==> config.mk <==
export PLATFORM = sky130hd
export DESIGN_NAME = sdrmux_top
export DESIGN_NICKNAME = d
export VERILOG_FILES = /design/src/common/sdrmux_pkg.sv /design/src/design/sdrmux_top.sv
export VERILOG_INCLUDE_DIRS = /design/src /design/src/common
export SDC_FILE = /design/constraint.sdc
export NUM_CORES = 1
export LEC_CHECK = 0
export ABC_AREA = 1
export BUFFER_PORTS_ARGS = -buffer_cell sky130_fd_sc_hd__buf_2
export CAP_MARGIN = 10
export CORE_MARGIN = 2
export CORE_UTILIZATION = 25
export CTS_CLUSTER_DIAMETER = 200
export DETAILED_ROUTE_END_ITERATION = 10
export HOLD_SLACK_MARGIN = 0.03
export PLACE_DENSITY = 0.46
export SLEW_MARGIN = 20
export SYNTH_ARGS = -nofsm -noshare
export SYNTH_HDL_FRONTEND = slang
export SYNTH_SLANG_ARGS = --single-unit
==> constraint.sdc <==
create_clock -name clock -period 4.2 [get_ports clock]
set_input_delay 0.84 -clock clock [delete_from_list [all_inputs] [get_ports clock]]
set_output_delay 0.84 -clock clock [all_outputs]
set_load 0.05 [all_outputs]
==> src/common/sdrmux_cfg.svh <==
// Purpose: Constants of the synchronous DRAM row/column address multiplexer.
// Assumes: Included by its bare name wherever the values are needed.
// Notes: Offsets are byte addresses on the register bus.
`ifndef SDRMUX_CFG_SVH
`define SDRMUX_CFG_SVH

// Register byte offsets.
`define SDRMUX_OFF_GEOM 8'h00
`define SDRMUX_OFF_STATUS 8'h04
`define SDRMUX_OFF_PINS 8'h08

// Geometry field positions in the geometry register.
`define SDRMUX_GEOM_BSZ_LSB 0
`define SDRMUX_GEOM_ROW_LSB 2
`define SDRMUX_GEOM_COL_LSB 4

// Field encodings.
`define SDRMUX_BSZ_32 2'h3
`define SDRMUX_ROW_12 2'h1
`define SDRMUX_ROW_13 2'h2
`define SDRMUX_COL_9 2'h1
`define SDRMUX_COL_10 2'h2

// Reset values of the geometry fields.
`define SDRMUX_RST_BSZ 2'h3
`define SDRMUX_RST_ROW 2'h1
`define SDRMUX_RST_COL 2'h2

// Clocks spent in each of the row and column cycles.
`define SDRMUX_CYCLE_CLOCKS 4

`endif

==> src/common/sdrmux_pkg.sv <==
// Purpose: Types shared by the address multiplexer and its users.
// Assumes: Nothing beyond the SystemVerilog language.
// Notes: Constants live in sdrmux_cfg.svh.
package sdrmux_pkg;

    // Geometry selection fields of one memory area.
    typedef struct packed {
        logic [1:0] areaColBitsSel;
        logic [1:0] areaRowBitsSel;
        logic [1:0] areaBusWidthSel;
    } sdrmux_geom_t;

    // One access request from the bus state controller.
    typedef struct packed {
        logic [27:0] addr;
        logic autoPre;
    } sdrmux_req_t;

    // Sequencer states.
    typedef enum logic [1:0] {
        SM_IDLE,
        SM_ROW,
        SM_COL
    } sdrmux_state_t;

endpackage : sdrmux_pkg

==> src/design/sdrmux_top.sv <==
// Purpose: Row/column address multiplexer for SDRAM areas 2 and 3 on a 32-bit bus.
// Assumes: One 10 MHz clock, synchronous active-low reset, AHB-Lite register access.
// Notes: Only the 12x10 and 13x9 geometries are served; others refuse requests.
//
// Design decisions made here: the AHB-Lite slave port and the placing of the registers.
`include "sdrmux_cfg.svh"

// Contract
// - In the 32-bit 12-row 10-column geometry the row cycle drives pins 17..0 with address 27..10.
// - In that geometry the column cycle drives same-numbered bits, but pins 15/14 carry 25/24.
// - In the column cycle pin 12 carries the request's autoPre bit, set per request, not an address.
// - When address bit 25 selects the bank, only the lower row strobe is asserted.
// - In the 32-bit 13-row 9-column geometry the row cycle drives pins 17..0 with address 26..9.
// - In that geometry pins 16/15 carry bits 25/24 in both cycles, pin 12 the command bit in the column cycle only.
module sdrmux_top #(
    parameter int CYCLE_CLOCKS = `SDRMUX_CYCLE_CLOCKS
) (
    input wire logic clock,
    input wire logic rst_b,
    // AHB-Lite slave.
    input wire logic hsel,
    input wire logic [31:0] haddr,
    input wire logic [1:0] htrans,
    input wire logic hwrite,
    input wire logic [2:0] hsize,
    input wire logic [31:0] hwdata,
    input wire logic hready,
    output logic hreadyout,
    output logic hresp,
    output logic [31:0] hrdata,
    // Access request.
    input wire logic cmdValid,
    input wire sdrmux_pkg::sdrmux_req_t cmdReq,
    output logic cmdReady,
    // Memory side.
    output logic [17:0] memAddr,
    output logic row_strobe_lower_n,
    output logic row_strobe_upper_n,
    output logic colCycle
);

    // ****************************************************************
    // Elaboration checks.
    // ****************************************************************

    // A cycle must last at least one clock and fit the counter.
    if (CYCLE_CLOCKS < 1 || CYCLE_CLOCKS > 255) begin : gCycleRange
        $error("CYCLE_CLOCKS must lie between 1 and 255.");
    end

    // ****************************************************************
    // Mapping functions.
    // ****************************************************************

    // True when the geometry is one of the two served layouts.
    function automatic logic geomOk(input sdrmux_pkg::sdrmux_geom_t g);
        logic ok;
        ok = 1'b0;
        if (g.areaBusWidthSel == `SDRMUX_BSZ_32) begin
            if (g.areaRowBitsSel == `SDRMUX_ROW_12 && g.areaColBitsSel == `SDRMUX_COL_10) begin
                ok = 1'b1;
            end
            if (g.areaRowBitsSel == `SDRMUX_ROW_13 && g.areaColBitsSel == `SDRMUX_COL_9) begin
                ok = 1'b1;
            end
        end
        return ok;
    endfunction : geomOk

    // True whenever the row field selects 13 rows; the column and bus fields are not looked at.
    function automatic logic geomIs13(input sdrmux_pkg::sdrmux_geom_t g);
        return g.areaRowBitsSel == `SDRMUX_ROW_13;
    endfunction : geomIs13

    // Unpacks the geometry fields from a bus word; other bits are ignored.
    function automatic sdrmux_pkg::sdrmux_geom_t geomFromWord(input logic [31:0] w);
        sdrmux_pkg::sdrmux_geom_t g;
        g.areaBusWidthSel = w[`SDRMUX_GEOM_BSZ_LSB +: 2];
        g.areaRowBitsSel = w[`SDRMUX_GEOM_ROW_LSB +: 2];
        g.areaColBitsSel = w[`SDRMUX_GEOM_COL_LSB +: 2];
        return g;
    endfunction : geomFromWord

    // Pin values during the row cycle.
    function automatic logic [17:0] rowMap(input sdrmux_pkg::sdrmux_geom_t g,
                                           input logic [27:0] a);
        logic [17:0] p;
        p = a[27:10];
        if (geomIs13(g)) begin
            p = a[26:9];
        end
        return p;
    endfunction : rowMap

    // Pin values during the column cycle.
    function automatic logic [17:0] colMap(input sdrmux_pkg::sdrmux_geom_t g,
                                           input logic [27:0] a,
                                           input logic ap);
        logic [17:0] p;
        p = a[17:0];
        if (geomIs13(g)) begin
            p[16] = a[25];
            p[15] = a[24];
        end else begin
            p[15] = a[25];
            p[14] = a[24];
        end
        p[12] = ap;
        return p;
    endfunction : colMap

    // ****************************************************************
    // Register file.
    // ****************************************************************

    sdrmux_pkg::sdrmux_geom_t geom_q;
    sdrmux_pkg::sdrmux_state_t state_q;
    sdrmux_pkg::sdrmux_req_t req_q;
    logic [7:0] cnt_q;
    logic wrPend_q;
    logic [7:0] wrAddr_q;
    logic [31:0] hrdata_q;
    logic addrPhase;
    logic cycleEnd;
    logic cmdAccept;

    // A transfer's address phase is taken whenever the bus is ready.
    assign addrPhase = hsel && hready && htrans[1];
    assign hreadyout = 1'b1;
    assign hresp = 1'b0;
    assign hrdata = hrdata_q;

    // Latches a write's address for its data phase.
    always_ff @(posedge clock) begin
        if (!rst_b) begin
            wrPend_q <= 1'b0;
            wrAddr_q <= 8'h00;
        end else if (hready) begin
            wrPend_q <= addrPhase && hwrite;
            wrAddr_q <= haddr[7:0];
        end
    end

    // Geometry register, written in the data phase; unused bits are ignored.
    always_ff @(posedge clock) begin
        if (!rst_b) begin
            geom_q.areaBusWidthSel <= `SDRMUX_RST_BSZ;
            geom_q.areaRowBitsSel <= `SDRMUX_RST_ROW;
            geom_q.areaColBitsSel <= `SDRMUX_RST_COL;
        end else if (wrPend_q && wrAddr_q == `SDRMUX_OFF_GEOM) begin
            geom_q <= geomFromWord(hwdata);
        end
    end

    // Read data is captured at the address phase; unmapped offsets read zero.
    always_ff @(posedge clock) begin
        if (!rst_b) begin
            hrdata_q <= 32'h0000_0000;
        end else if (addrPhase && !hwrite) begin
            case (haddr[7:0])
                `SDRMUX_OFF_GEOM: begin
                    // A write in its data phase is forwarded so a pipelined read sees it.
                    if (wrPend_q && wrAddr_q == `SDRMUX_OFF_GEOM) begin
                        hrdata_q <= {26'h000_0000, geomFromWord(hwdata)};
                    end else begin
                        hrdata_q <= {26'h000_0000, geom_q};
                    end
                end
                `SDRMUX_OFF_STATUS: begin
                    hrdata_q <= {28'h000_0000, colCycle, state_q != sdrmux_pkg::SM_IDLE,
                                 geomIs13(geom_q), geomOk(geom_q)};
                end
                `SDRMUX_OFF_PINS: begin
                    hrdata_q <= {12'h000, row_strobe_upper_n, row_strobe_lower_n, memAddr};
                end
                default: begin
                    hrdata_q <= 32'h0000_0000;
                end
            endcase
        end
    end

    // ****************************************************************
    // Access sequencer.
    // ****************************************************************

    // Requests are refused while busy or while the geometry is not served.
    assign cmdReady = state_q == sdrmux_pkg::SM_IDLE && geomOk(geom_q);
    assign cmdAccept = cmdValid && cmdReady;
    assign cycleEnd = cnt_q == 8'(CYCLE_CLOCKS - 1);

    // Walks one row cycle then one column cycle per accepted request.
    always_ff @(posedge clock) begin
        if (!rst_b) begin
            state_q <= sdrmux_pkg::SM_IDLE;
            cnt_q <= 8'h00;
            req_q <= '0;
        end else begin
            case (state_q)
                sdrmux_pkg::SM_IDLE: begin
                    cnt_q <= 8'h00;
                    if (cmdAccept) begin
                        req_q <= cmdReq;
                        state_q <= sdrmux_pkg::SM_ROW;
                    end
                end
                sdrmux_pkg::SM_ROW: begin
                    cnt_q <= cycleEnd ? 8'h00 : cnt_q + 8'h01;
                    if (cycleEnd) begin
                        state_q <= sdrmux_pkg::SM_COL;
                    end
                end
                sdrmux_pkg::SM_COL: begin
                    cnt_q <= cycleEnd ? 8'h00 : cnt_q + 8'h01;
                    if (cycleEnd) begin
                        state_q <= sdrmux_pkg::SM_IDLE;
                    end
                end
                default: begin
                    state_q <= sdrmux_pkg::SM_IDLE;
                end
            endcase
        end
    end

    // ****************************************************************
    // Memory pins.
    // ****************************************************************

    // Address pins load once at the start of each cycle and hold until the next.
    always_ff @(posedge clock) begin
        if (!rst_b) begin
            memAddr <= 18'h0_0000;
        end else begin
            case (state_q)
                sdrmux_pkg::SM_IDLE: begin
                    if (cmdAccept) begin
                        memAddr <= rowMap(geom_q, cmdReq.addr);
                    end
                end
                sdrmux_pkg::SM_ROW: begin
                    if (cycleEnd) begin
                        memAddr <= colMap(geom_q, req_q.addr, req_q.autoPre);
                    end
                end
                default: begin
                    memAddr <= memAddr;
                end
            endcase
        end
    end

    // The lower strobe spans exactly the row cycle of an accepted request.
    always_ff @(posedge clock) begin
        if (!rst_b) begin
            row_strobe_lower_n <= 1'b1;
        end else begin
            case (state_q)
                sdrmux_pkg::SM_IDLE: begin
                    if (cmdAccept) begin
                        row_strobe_lower_n <= 1'b0;
                    end
                end
                sdrmux_pkg::SM_ROW: begin
                    if (cycleEnd) begin
                        row_strobe_lower_n <= 1'b1;
                    end
                end
                default: begin
                    row_strobe_lower_n <= 1'b1;
                end
            endcase
        end
    end

    // The column flag spans exactly the column cycle, so the far side knows when to latch.
    always_ff @(posedge clock) begin
        if (!rst_b) begin
            colCycle <= 1'b0;
        end else begin
            case (state_q)
                sdrmux_pkg::SM_ROW: begin
                    if (cycleEnd) begin
                        colCycle <= 1'b1;
                    end
                end
                sdrmux_pkg::SM_COL: begin
                    if (cycleEnd) begin
                        colCycle <= 1'b0;
                    end
                end
                default: begin
                    colCycle <= 1'b0;
                end
            endcase
        end
    end

    // Both served layouts take the bank from bit 25, so the upper strobe stays off.
    always_ff @(posedge clock) begin
        if (!rst_b) begin
            row_strobe_upper_n <= 1'b1;
        end else begin
            row_strobe_upper_n <= 1'b1;
        end
    end

endmodule : sdrmux_top

Word level (Yosys, flattened, before mapping)
Cells that the tools add are included.
Cells by class
  add/sub/neg operators: 1
  eq/ne operators: 13
  multiplexer cells: 23
  reductions and logical operators: 22
Operator list (count)
  $pmux W32 S3: 1
  $mux W18: 3
  $pmux W18 S2: 1
  $logic_not A8 Y1: 2
  $pmux W8 S2: 1
  $logic_and A1 B1 Y1: 9
  $mux W1: 9
  $add A8 B1 Y8 const B: 1
  $eq A2 B2 Y1 const B: 4
  $eq A8 B2 Y1 const B: 1
  $eq A8 B3 Y1 const B: 1
  $eq A8 B4 Y1 const B: 1
  $mux W8: 1
  $eq A2 B1 Y1 const B: 3
  $mux W2: 3
  $mux W6: 1
  $ne A2 B2 Y1 const B: 3
  $pmux W2 S3: 1
  $reduce_and A2 Y1: 3
  $reduce_and A3 Y1: 2
  $reduce_bool A2 Y1: 3
  $pmux W1 S2: 2
  $logic_not A2 Y1: 1
  $reduce_or A2 Y1: 1
  $logic_not A1 Y1: 1
Storage, ports and cells
  bits in registers: 104
  bits of input ports: 104
  output and inout port bits: 56

Logic depth before layout (Yosys ltp)
Gate-level depths: netlist (run 1).
  word-level depth: 9
  depth in mapped cells: 11

Least setup slack after synthesis (run 1)
OpenSTA, ideal clock, no wires.
  kind: register -> output
  start point: register geom_q[3] in the netlist's numbering
  end point: output cmdReady
  arrival: 1265 ps
  setup slack: 2095 ps
  cell stages (with the launch flop): 8
  buffers on the path: 1
  cell sequence: dfxtp_1 > inv_2 > nor2_4 > nand2_1 > nand2_1 > nand2_2 > nor2_2 > buf_2
Between the ends
  cells in the longest elaborated chain, start to end: 6
RTL lines
  from (decl): line sdrmux_top.sv:116  | sdrmux_pkg::sdrmux_geom_t geom_q;
  from (signal assigned): line sdrmux_top.sv:151  | geom_q <= geomFromWord(hwdata);
  $eq A2 B1 Y1 (no source line)
  $logic_and A1 B1 Y1 (no source line)
  $mux W1: line sdrmux_top.sv:60  | if (g.areaRowBitsSel == `SDRMUX_ROW_12 && g.areaColBitsSel == `SDRMUX_COL_10) begin
  $mux W1 * (2 in series)
  $logic_and A1 B1 Y1 *: line sdrmux_top.sv:188  | assign cmdReady = state_q == sdrmux_pkg::SM_IDLE && geomOk(geom_q);
  to (decl): line sdrmux_top.sv:34  | output logic cmdReady,
Every way passes the cells marked *; elsewhere a longest branch is shown, timed or not.

Worst setup path in the final report (run 1)
Same ends and word-level chain as after synthesis.

==> run_results.csv, run 1 <==
group,metric,value,unit
synth,synthTopCellsByArea,"dfxtp_1 (41%), nand2_1 (16%), inv_1 (6.7%), nor2_1 (6.1%), a21oi_1 (5.8%)",
clock_network,clkSinkCount,84,
synth,seq_area_frac_synth,0.406,
synth,yosysMostFrequentCell,"nand2_1",
cells_and_area,stdcell_count,928,
global_route,grt_overflow,0,
die,core-area,0.0164,mm^2
synth,ys.flop_type,"dfxtp_1",
clock_network,cts_buffers,9,
timing,finalSetupViolations,0,
route,drc,0,
synth,synth_area,0.00414,mm^2
global_route,grt_pass1_wl,18.9,mm
clock_network,clock_latency,0.35,ns
global_route,grt_pass1_vias,3582,
clock_network,cts_setup_buffers,0,
route,antenna_left,0,
die,die_h,133,um
synth,synthMuxAreaShare,0,
synth,synthDistinctLibCells,30,
synth,synth_xor_area_frac,0.00634,
worst_setup_path,worst-setup-path-type,"reg2out",
synth,synth_simple_gate_area_share,0.327,
clock_network,cts-root-buf,"clkbuf_16",
route,drt-vias-per-instance,4.18,
cells_and_area,fin_area,0.00499,mm^2
timing,setup_tns,0,ns
route,routed_wl,11.5,mm
worst_setup_path,crit_fanout,18,
die,die_w,133,um
synth,synth_commonest_cells,"nand2_1 (182), dfxtp_1 (84), inv_1 (74)",
worst_setup_path,path_buf_inv,3,
clock_network,hold_buffers,0,
clock_network,cts_buffer_depth,2,
timing,hold_ws,0.451,ns
global_route,antenna_found_initial,0,
worst_setup_path,rr_worst_depth,10,
placed_design,dp_hpwl,8.33,mm
worst_setup_path,cp_common_cell,"nand2_1",
placed_design,gp_congestion,0.781,
timing,relSlewSlack,0.401,
timing,fin_ws,1.34,ns
clock_network,cts_max_level,3,
synth,synthAdderAreaFrac,0.0181,
worst_setup_path,startpoint,"geom_q[3]",
worst_setup_path,cp_top_family,"simple AND/OR/NAND/NOR gates",
synth,synth-compound-area-share,0.117,
worst_setup_path,required,3.36,ns
synth,ys_async_sr_fraction,0,
timing,clock.fmax,350,MHz
die,start_util,0.253,
route,vias,3881,
timing,period_needed,2.86,ns
die,pin_count,160,
die,die_area,0.0176,mm^2
synth,ys.warnings.count,0,
global_route,grt_usage,0.137,
worst_setup_path,crit_chain,"inv_2 -> nor2_4 -> nand2_1 -> nand2_1 -> nand2_2 -> nor2_2 -> buf_4 -> buf_2",
placed_design,dpl_worst_slack,1.42,ns
placed_design,place_inst,915,
cells_and_area,final_nets,816,
clock_network,clk_pin_slew_worst_paths,0.06,ns
synth,synth_seq_cells,84,
clock_network,cts_tree,"built",
global_route,grt_max_degree,41,
timing,fin_crit_sh,0.681,
route,detail_route.wl_per_cell,12.4,um
worst_setup_path,critPathSlowestCell,"nor2_4",
worst_hold_path,hold_path.startpoint,"req_q[15]",
timing,finalClockSkew,0.00826,ns
run_status,status,"finished clean",
cells_and_area,syn_to_final_growth,20.5,%
placed_design,port_buffers,90,
clock_network,cts-resized-gates,0,
synth,synth_top_cell_area_share,0.406,
worst_setup_path,rrSetupSlack,1.72,ns
cells_and_area,drive_above_1_share,0.161,
worst_setup_path,crit_path_end_kind,"primary output",
worst_hold_path,holdPathEnd,"req_q[15]",
worst_setup_path,r2r-end,"req_q[26]",
cells_and_area,fillCellCount,1857,
power_and_ir_drop,ir_drop,248,uV
worst_hold_path,hold_depth,2,
synth,synth_largest_area_cell,"dfxtp_1",
worst_setup_path,cp_slowest_stage_delay,0.37,ns
route,first_iter_violations,206,
placed_design,dpl-instance-area,0.00473,mm^2
timing,grt_setup_unrepaired,"false",
worst_setup_path,cp.arrival,2.02,ns
worst_setup_path,cp-start-kind,"flop",
timing,hold_violations,0,
die,rows,47,
timing,worst_slew_pin_slew,0.896,ns
timing,maxSlewViolCount,0,
worst_hold_path,hold_class,"reg2reg",
worst_setup_path,r2r-start,"geom_q[3]",
power_and_ir_drop,powerDensity,625,mW/mm^2
synth,synth_edf_count,0,
route,dr.pass1.iters,4,
power_and_ir_drop,leakagePower,2.41,nW
run,drv_cap,0,
synth,synth_top_family_by_area,"simple AND/OR/NAND/NOR gates",
cells_and_area,antenna_cells,0,
synth,syn_inst,630,
synth,avgSynthCellArea,6.58,um^2
-- cell families (layout without fill, tap and decap cells) --
kind of cell | Yosys count | count (layout)
AO/OA/AOI/OAI | 91 | 91
XOR/XNOR | 3 | 3
adder cells (fa/ha/maj) | 6 | 6
buffers and inverters | 119 | 184
flip-flops | 84 | 84
other | 2 | 15
AND/OR/NAND/NOR | 325 | 325
-- layout by cell type, fill, tap and decap left out, types with 2 or more instances in the layout --
cell type / count
nor2_1: 67
inv_1: 74
xor2_1: 2
nand4_1: 18
conb_1: 15
nand2_1: 182
a21oi_1: 48
o211ai_1: 3
buf_2: 90
o21ai_0: 36
nor3_1: 4
buf_4: 5
clkbuf_16: 9
dfxtp_1: 84
nand3_1: 48
clkbuf_8: 2
ha_1: 6
-- registers in the layout (all words and copies together), names as in the netlist --
signal / flops
state_q: 2
hrdata: 20
wrPend_q: 1
row_strobe_lower_n: 1
req_q: 19
colCycle: 1
cnt_q: 8
geom_q: 6
wrAddr_q: 8
memAddr: 18
-- where the power goes --
part	switching [mW]	total, mW	internal, mW
Combinational	0.985	1.34	0.352
Clock	0.319	0.741	0.422
Sequential	0.0994	1.04	0.943
Total	1.40	3.12	1.72
-- metrics by stage --
step / total power, mW / util
2_1_floorplan: 2.09 / -
3_3_place_gp: 2.41 / 0.288
3_5_place_dp: 2.41 / 0.288
4_1_cts: 3.17 / 0.304
5_1_grt: 3.36 / 0.304
6_report: 3.12 / 0.304
-- metal layers --
metal / share of wire / GRT usage
met1: 0.52 / 0.190
met2: 0.42 / 0.205
met3: 0.037 / 0.0249
met4: 0.018 / 0.0645
met5: 0 / 0
-- worst max path at each step --
stage                  to  slack (ns)  cells after the start
3_5_place_dp   hrdata[10]        1.42                      8
5_1_grt          cmdReady        1.18                      8
6_report         cmdReady        1.34                      8
2_1_floorplan    cmdReady        2.10                      7
3_3_place_gp    hrdata[9]        1.37                      8
4_1_cts          cmdReady        1.32                      8
-- layout make-up --
class,count,area [um^2],share of cell area
clock buffers,11,253,0.0506
clock inverters,2,12.5,0.00251
inverters,76,285,0.0571
multi-input cells,440,2000,0.400
flip-flops and latches,84,1680,0.337
well taps,220,275,0.0551
repair buffers,95,488,0.0977
-- worst register-to-register path: cells and delay by family, from the launching register on --
| family | cells | cell delay, ns |
|---|---|---|
| flip-flops | 1 | 0.36 |
| buffers and inverters | 2 | 0.26 |
| AO/OA/AOI/OAI | 2 | 0.44 |
| AND/OR/NAND/NOR | 6 | 1.28 |
(Power assumes the default switching activity.)
==> run 2: changes to the inputs <==
Settings changed: PLACE_DENSITY 0.46 to 0.47.
Clock period 4.2 ns to 2.35 ns, I/O delays scaled along.
==> run 2 against run 1 <==
Effect of this change:
- design area is 3.3% higher
- total power is 88% higher
- critical path depth is 1 lower
- clock power is 110% higher
- count of clock-buffer cells in the layout stayed put
- hold slack worse by 0.092 ns
- largest cell class unchanged
- largest power group unchanged
- highest routed layer unchanged
==> run_results.csv, run 2 (synthesis gave the netlist of run 1 again) <==
group,metric,value,unit
timing,setup_tns,0,ns
die,core-area,0.0164,mm^2
die,die_w,133,um
clock_network,hold_buffers,0,
die,rows,47,
route,antenna_left,0,
global_route,grt_pass1_vias,3707,
die,die_h,133,um
power_and_ir_drop,power,5.88,mW
clock_network,cts_buffers,9,
power_and_ir_drop,powerDensity,1140,mW/mm^2
worst_setup_path,worst-setup-path-type,"reg2out",
worst_setup_path,crit_fanout,3,
cells_and_area,fillCellCount,1849,
die,pin_count,160,
placed_design,dp_hpwl,8.48,mm
worst_setup_path,crit_path_end_kind,"primary output",
placed_design,gp_congestion,0.788,
worst_setup_path,required,1.88,ns
global_route,antenna_found_initial,0,
cells_and_area,final_common_cell,"nand2_1",
worst_hold_path,hold_path.startpoint,"haddr[5]",
timing,fin_crit_sh,0.893,
run,drv_cap,0,
placed_design,port_buffers,90,
power_and_ir_drop,ir_drop,512,uV
cells_and_area,final_nets,827,
timing,finalClockSkew,0.00675,ns
timing,maxSlewViolCount,0,
clock_network,clkSinkCount,84,
global_route,grt_max_degree,36,
clock_network,cts_setup_buffers,0,
timing,grt_setup_unrepaired,"false",
clock_network,cts-resized-gates,0,
worst_setup_path,r2r-start,"cnt_q[0]",
cells_and_area,largest_register_ffs,20,
worst_hold_path,hold_class,"in2reg",
timing,hold_violations,0,
cells_and_area,final_cell_mix,"nand2_1 (182), buf_2 (90), dfxtp_1 (84), inv_1 (74), nor2_1 (67)",
clock_network,clock_latency,0.35,ns
route,routed_wl,11.4,mm
timing,clock.fmax,476,MHz
run_status,status,"finished clean",
power_and_ir_drop,leakagePower,2.50,nW
global_route,grt_usage,0.137,
global_route,grt_pass1_wl,19.0,mm
timing,hold_ws,0.360,ns
placed_design,dpl-instance-area,0.00482,mm^2
route,first_iter_violations,259,
timing,finalSetupViolations,0,
placed_design,dpl_worst_slack,0.335,ns
clock_network,cts-root-buf,"clkbuf_16",
cells_and_area,fin_area,0.00515,mm^2
clock_network,cts_tree,"built",
route,drt-vias-per-instance,4.27,
clock_network,cts_buffer_depth,2,
route,drc,0,
cells_and_area,drive_above_1_share,0.176,
worst_setup_path,cp-start-kind,"flop",
route,detail_route.wl_per_cell,12.1,um
cells_and_area,syn_to_final_growth,24.4,%
worst_setup_path,startpoint,"geom_q[3]",
timing,fin_ws,0.251,ns
clock_network,clk_pin_slew_worst_paths,0.06,ns
route,vias,4015,
global_route,grt_overflow,0,
worst_setup_path,cp.arrival,1.63,ns
die,die_area,0.0176,mm^2
clock_network,cts_max_level,3,
timing,period_needed,2.10,ns
die,start_util,0.253,
route,dr.pass1.iters,4,
cells_and_area,antenna_cells,0,
run 2: metal layers:
metal	share of wire	vias to the layer above	global-route usage	wire [um]
met5	0	-	0	0
met4	0.015	0	0.0681	175
met3	0.040	11	0.0291	460
met2	0.44	79	0.206	5000
met1	0.51	1783	0.185	5770
li1	-	2142	-	-
run 2: path summary, 6_finish.rpt:
check                           slack (ns)     endpoint  cells past startpoint
worst max-delay path                  0.25     cmdReady                      7
worst min-delay path                  0.36  wrAddr_q[5]                      3
worst max register to register        0.50   memAddr[1]                      9
worst min register to register        0.44    req_q[15]                      2
run 2: area by class of cell:
class / instances / area [um^2] / area share
flip-flops and latches: 84 / 1680 / 0.326
multi-input cells: 440 / 2000 / 0.389
clock buffers: 11 / 253 / 0.0490
repair buffers: 106 / 583 / 0.113
inverters: 76 / 285 / 0.0553
clock inverters: 4 / 72.6 / 0.0141
well taps: 220 / 275 / 0.0534
run 2: power by group:
group          internal [mW]  total, mW  switching, mW
Clock                  0.981       1.56          0.582
Combinational          0.690       2.45           1.76
Sequential              1.69       1.87          0.180
Total                   3.36       5.88           2.53
run 2: stage by stage:
| stage | instances | utilization |
|---|---|---|
| 2_1_floorplan | 643 | - |
| 3_3_place_gp | 926 | 0.294 |
| 3_5_place_dp | 926 | 0.294 |
| 4_1_cts | 941 | 0.314 |
| 5_1_grt | 941 | 0.314 |
| 6_report | 941 | 0.314 |
run 2: critical path, cell delays in order (launching register included):
cell and delay, ns:
dfxtp_1 0.37, inv_2 0.07, nor2_4 0.09, nand2_1 0.05, nand2_1 0.09, nand2_2 0.10
nor2_2 0.18, buf_2 0.31
==> run 3: changes to the inputs <==
Settings changed: BUFFER_PORTS_ARGS -buffer_cell sky130_fd_sc_hd__buf_2 to -buffer_cell sky130_fd_sc_hd__clkbuf_2, CELL_PAD_IN_SITES_DETAIL_PLACEMENT set to 0, CELL_PAD_IN_SITES_GLOBAL_PLACEMENT set to 1, PLACE_DENSITY 0.47 to 0.65.
==> run 3 against run 2 <==
Effect of this change:
- count of clock-buffer cells in the layout unchanged
- die area stayed put
- flip-flop and latch count is the same
- maximum frequency about the same
- largest cell class unchanged
- via count down 1.7%
- combinational power barely moved
- critical path type unchanged
- non-clock buffer count did not move
- clock power fell by 9%
- highest routed layer unchanged
- worst setup slack got worse by 0.0015 ns
- total power shrank 2.7%
- first-iteration DRC count down 15%
==> run_results.csv, run 3 (synthesis gave the netlist of run 1 again) <==
group,metric,value,unit
timing,finalSetupViolations,0,
clock_network,cts-resized-gates,0,
global_route,grt-busiest-layer,"met2",
timing,hold_ws,0.367,ns
global_route,grtUsageMet2,0.207,
clock_network,cts_buffer_depth,2,
worst_setup_path,required,1.88,ns
global_route,met1_usage,0.182,
worst_setup_path,crit_path_end_kind,"primary output",
placed_design,dpl_worst_slack,0.381,ns
timing,maxSlewViolCount,0,
worst_setup_path,cp-start-kind,"flop",
route,vias,3946,
route,antenna_left,0,
power_and_ir_drop,leakagePower,2.45,nW
clock_network,cts_max_level,3,
clock_network,hold_buffers,0,
global_route,antenna_found_initial,0,
run_status,status,"finished clean",
clock_network,cts_buffers,9,
cells_and_area,fillCellCount,1827,
global_route,grt_usage,0.133,
route,drc,0,
clock_network,cts_tree,"built",
die,die_w,133,um
worst_setup_path,cp.arrival,1.63,ns
die,pin_count,160,
cells_and_area,final_common_cell,"nand2_1",
worst_setup_path,worst-setup-path-type,"reg2out",
cells_and_area,final_cell_mix,"nand2_1 (182), clkbuf_2 (90), dfxtp_1 (84), inv_1 (74), nor2_1 (67)",
timing,fin_crit_sh,0.894,
cells_and_area,drive_above_1_share,0.175,
power_and_ir_drop,ir_drop,509,uV
placed_design,dp_hpwl,8.50,mm
timing,clock.fmax,476,MHz
timing,finalClockSkew,0.00548,ns
route,drt-vias-per-instance,4.19,
global_route,grt_pass1_wl,18.7,mm
power_and_ir_drop,powerDensity,1120,mW/mm^2
global_route,grt_pass1_vias,3660,
worst_setup_path,crit_fanout,3,
die,rows,47,
global_route,met3_usage,0.0253,
power_and_ir_drop,power,5.72,mW
die,die_area,0.0176,mm^2
clock_network,clk_pin_slew_worst_paths,0.06,ns
clock_network,cts_setup_buffers,0,
timing,fin_ws,0.249,ns
clock_network,clkSinkCount,84,
placed_design,port_buffers,90,
clock_network,cts-root-buf,"clkbuf_16",
die,start_util,0.253,
global_route,grt_overflow,0,
placed_design,place_inst,926,
die,die_h,133,um
cells_and_area,stdcell_count,941,
clock_network,clock_latency,0.34,ns
worst_hold_path,hold_class,"in2reg",
timing,setup_tns,0,ns
global_route,grt_max_degree,39,
die,core-area,0.0164,mm^2
run,drv_cap,0,
route,routed_wl,11.3,mm
cells_and_area,syn_to_final_growth,23.1,%
timing,hold_violations,0,
timing,period_needed,2.10,ns
route,detail_route.wl_per_cell,12.0,um
route,dr.pass1.iters,4,
placed_design,gp_congestion,0.792,
cells_and_area,antenna_cells,0,
cells_and_area,largest_register_ffs,20,
route,first_iter_violations,219,
timing,grt_setup_unrepaired,"false",
cells_and_area,final_nets,827,
## run 3: cell types whose count changed in the layout (fill, tap and decap cells not counted)
cell / previous run / this run
buf_2: 90 / 0
clkbuf_2: 0 / 90
buf_12: 1 / 0
buf_4: 15 / 16
bufinv_16: 2 / 1
clkbuf_1: 0 / 1
clkbuf_8: 2 / 1
clkinvlp_4: 1 / 2
nand3_2: 0 / 1
nand3_4: 1 / 0
## run 3: path summary, 6_finish.rpt
path         startpoint           to  slack, ns  cells past startpoint
min            haddr[5]  wrAddr_q[5]       0.37                      3
min reg2reg   req_q[15]    req_q[15]       0.44                      2
max reg2reg    cnt_q[0]  memAddr[14]       0.37                      8
max           geom_q[3]     cmdReady       0.25                      7
## run 3: layout make-up
cell class | instances | area, um^2 | share of cell area
inverters | 76 | 285 | 0.0559
repair buffers | 106 | 571 | 0.112
multi-input cells | 440 | 2000 | 0.391
clock buffers | 11 | 243 | 0.0476
clock inverters | 4 | 50.0 | 0.00981
flip-flops and latches | 84 | 1680 | 0.330
well taps | 220 | 275 | 0.0539
## run 3: stage by stage
stage / util / instance area, um^2
detailed placement: 0.293 / 4810
finish: 0.311 / 5100
CTS: 0.311 / 5100
global placement: 0.293 / 4810
floorplan: - / 4190
global route: 0.311 / 5100
## run 3: power breakdown
part | switching [mW] | internal (mW) | leakage [nW]
sequential | 0.184 | 1.68 | 0.687
combinational | 1.76 | 0.674 | 1.63
clock | 0.577 | 0.845 | 0.138
## run 3: routing by layer
metal,share of wire,wire [um]
met1,0.51,5790
met2,0.43,4920
met3,0.037,423
met4,0.017,198
met5,0,0
## run 3: worst max-delay path: stages, from the launching register on
cell,delay (ns)
dfxtp_1,0.37
inv_2,0.06
nor2_4,0.08
nand2_1,0.05
nand2_1,0.09
nand2_2,0.10
nor2_2,0.21
clkbuf_2,0.32
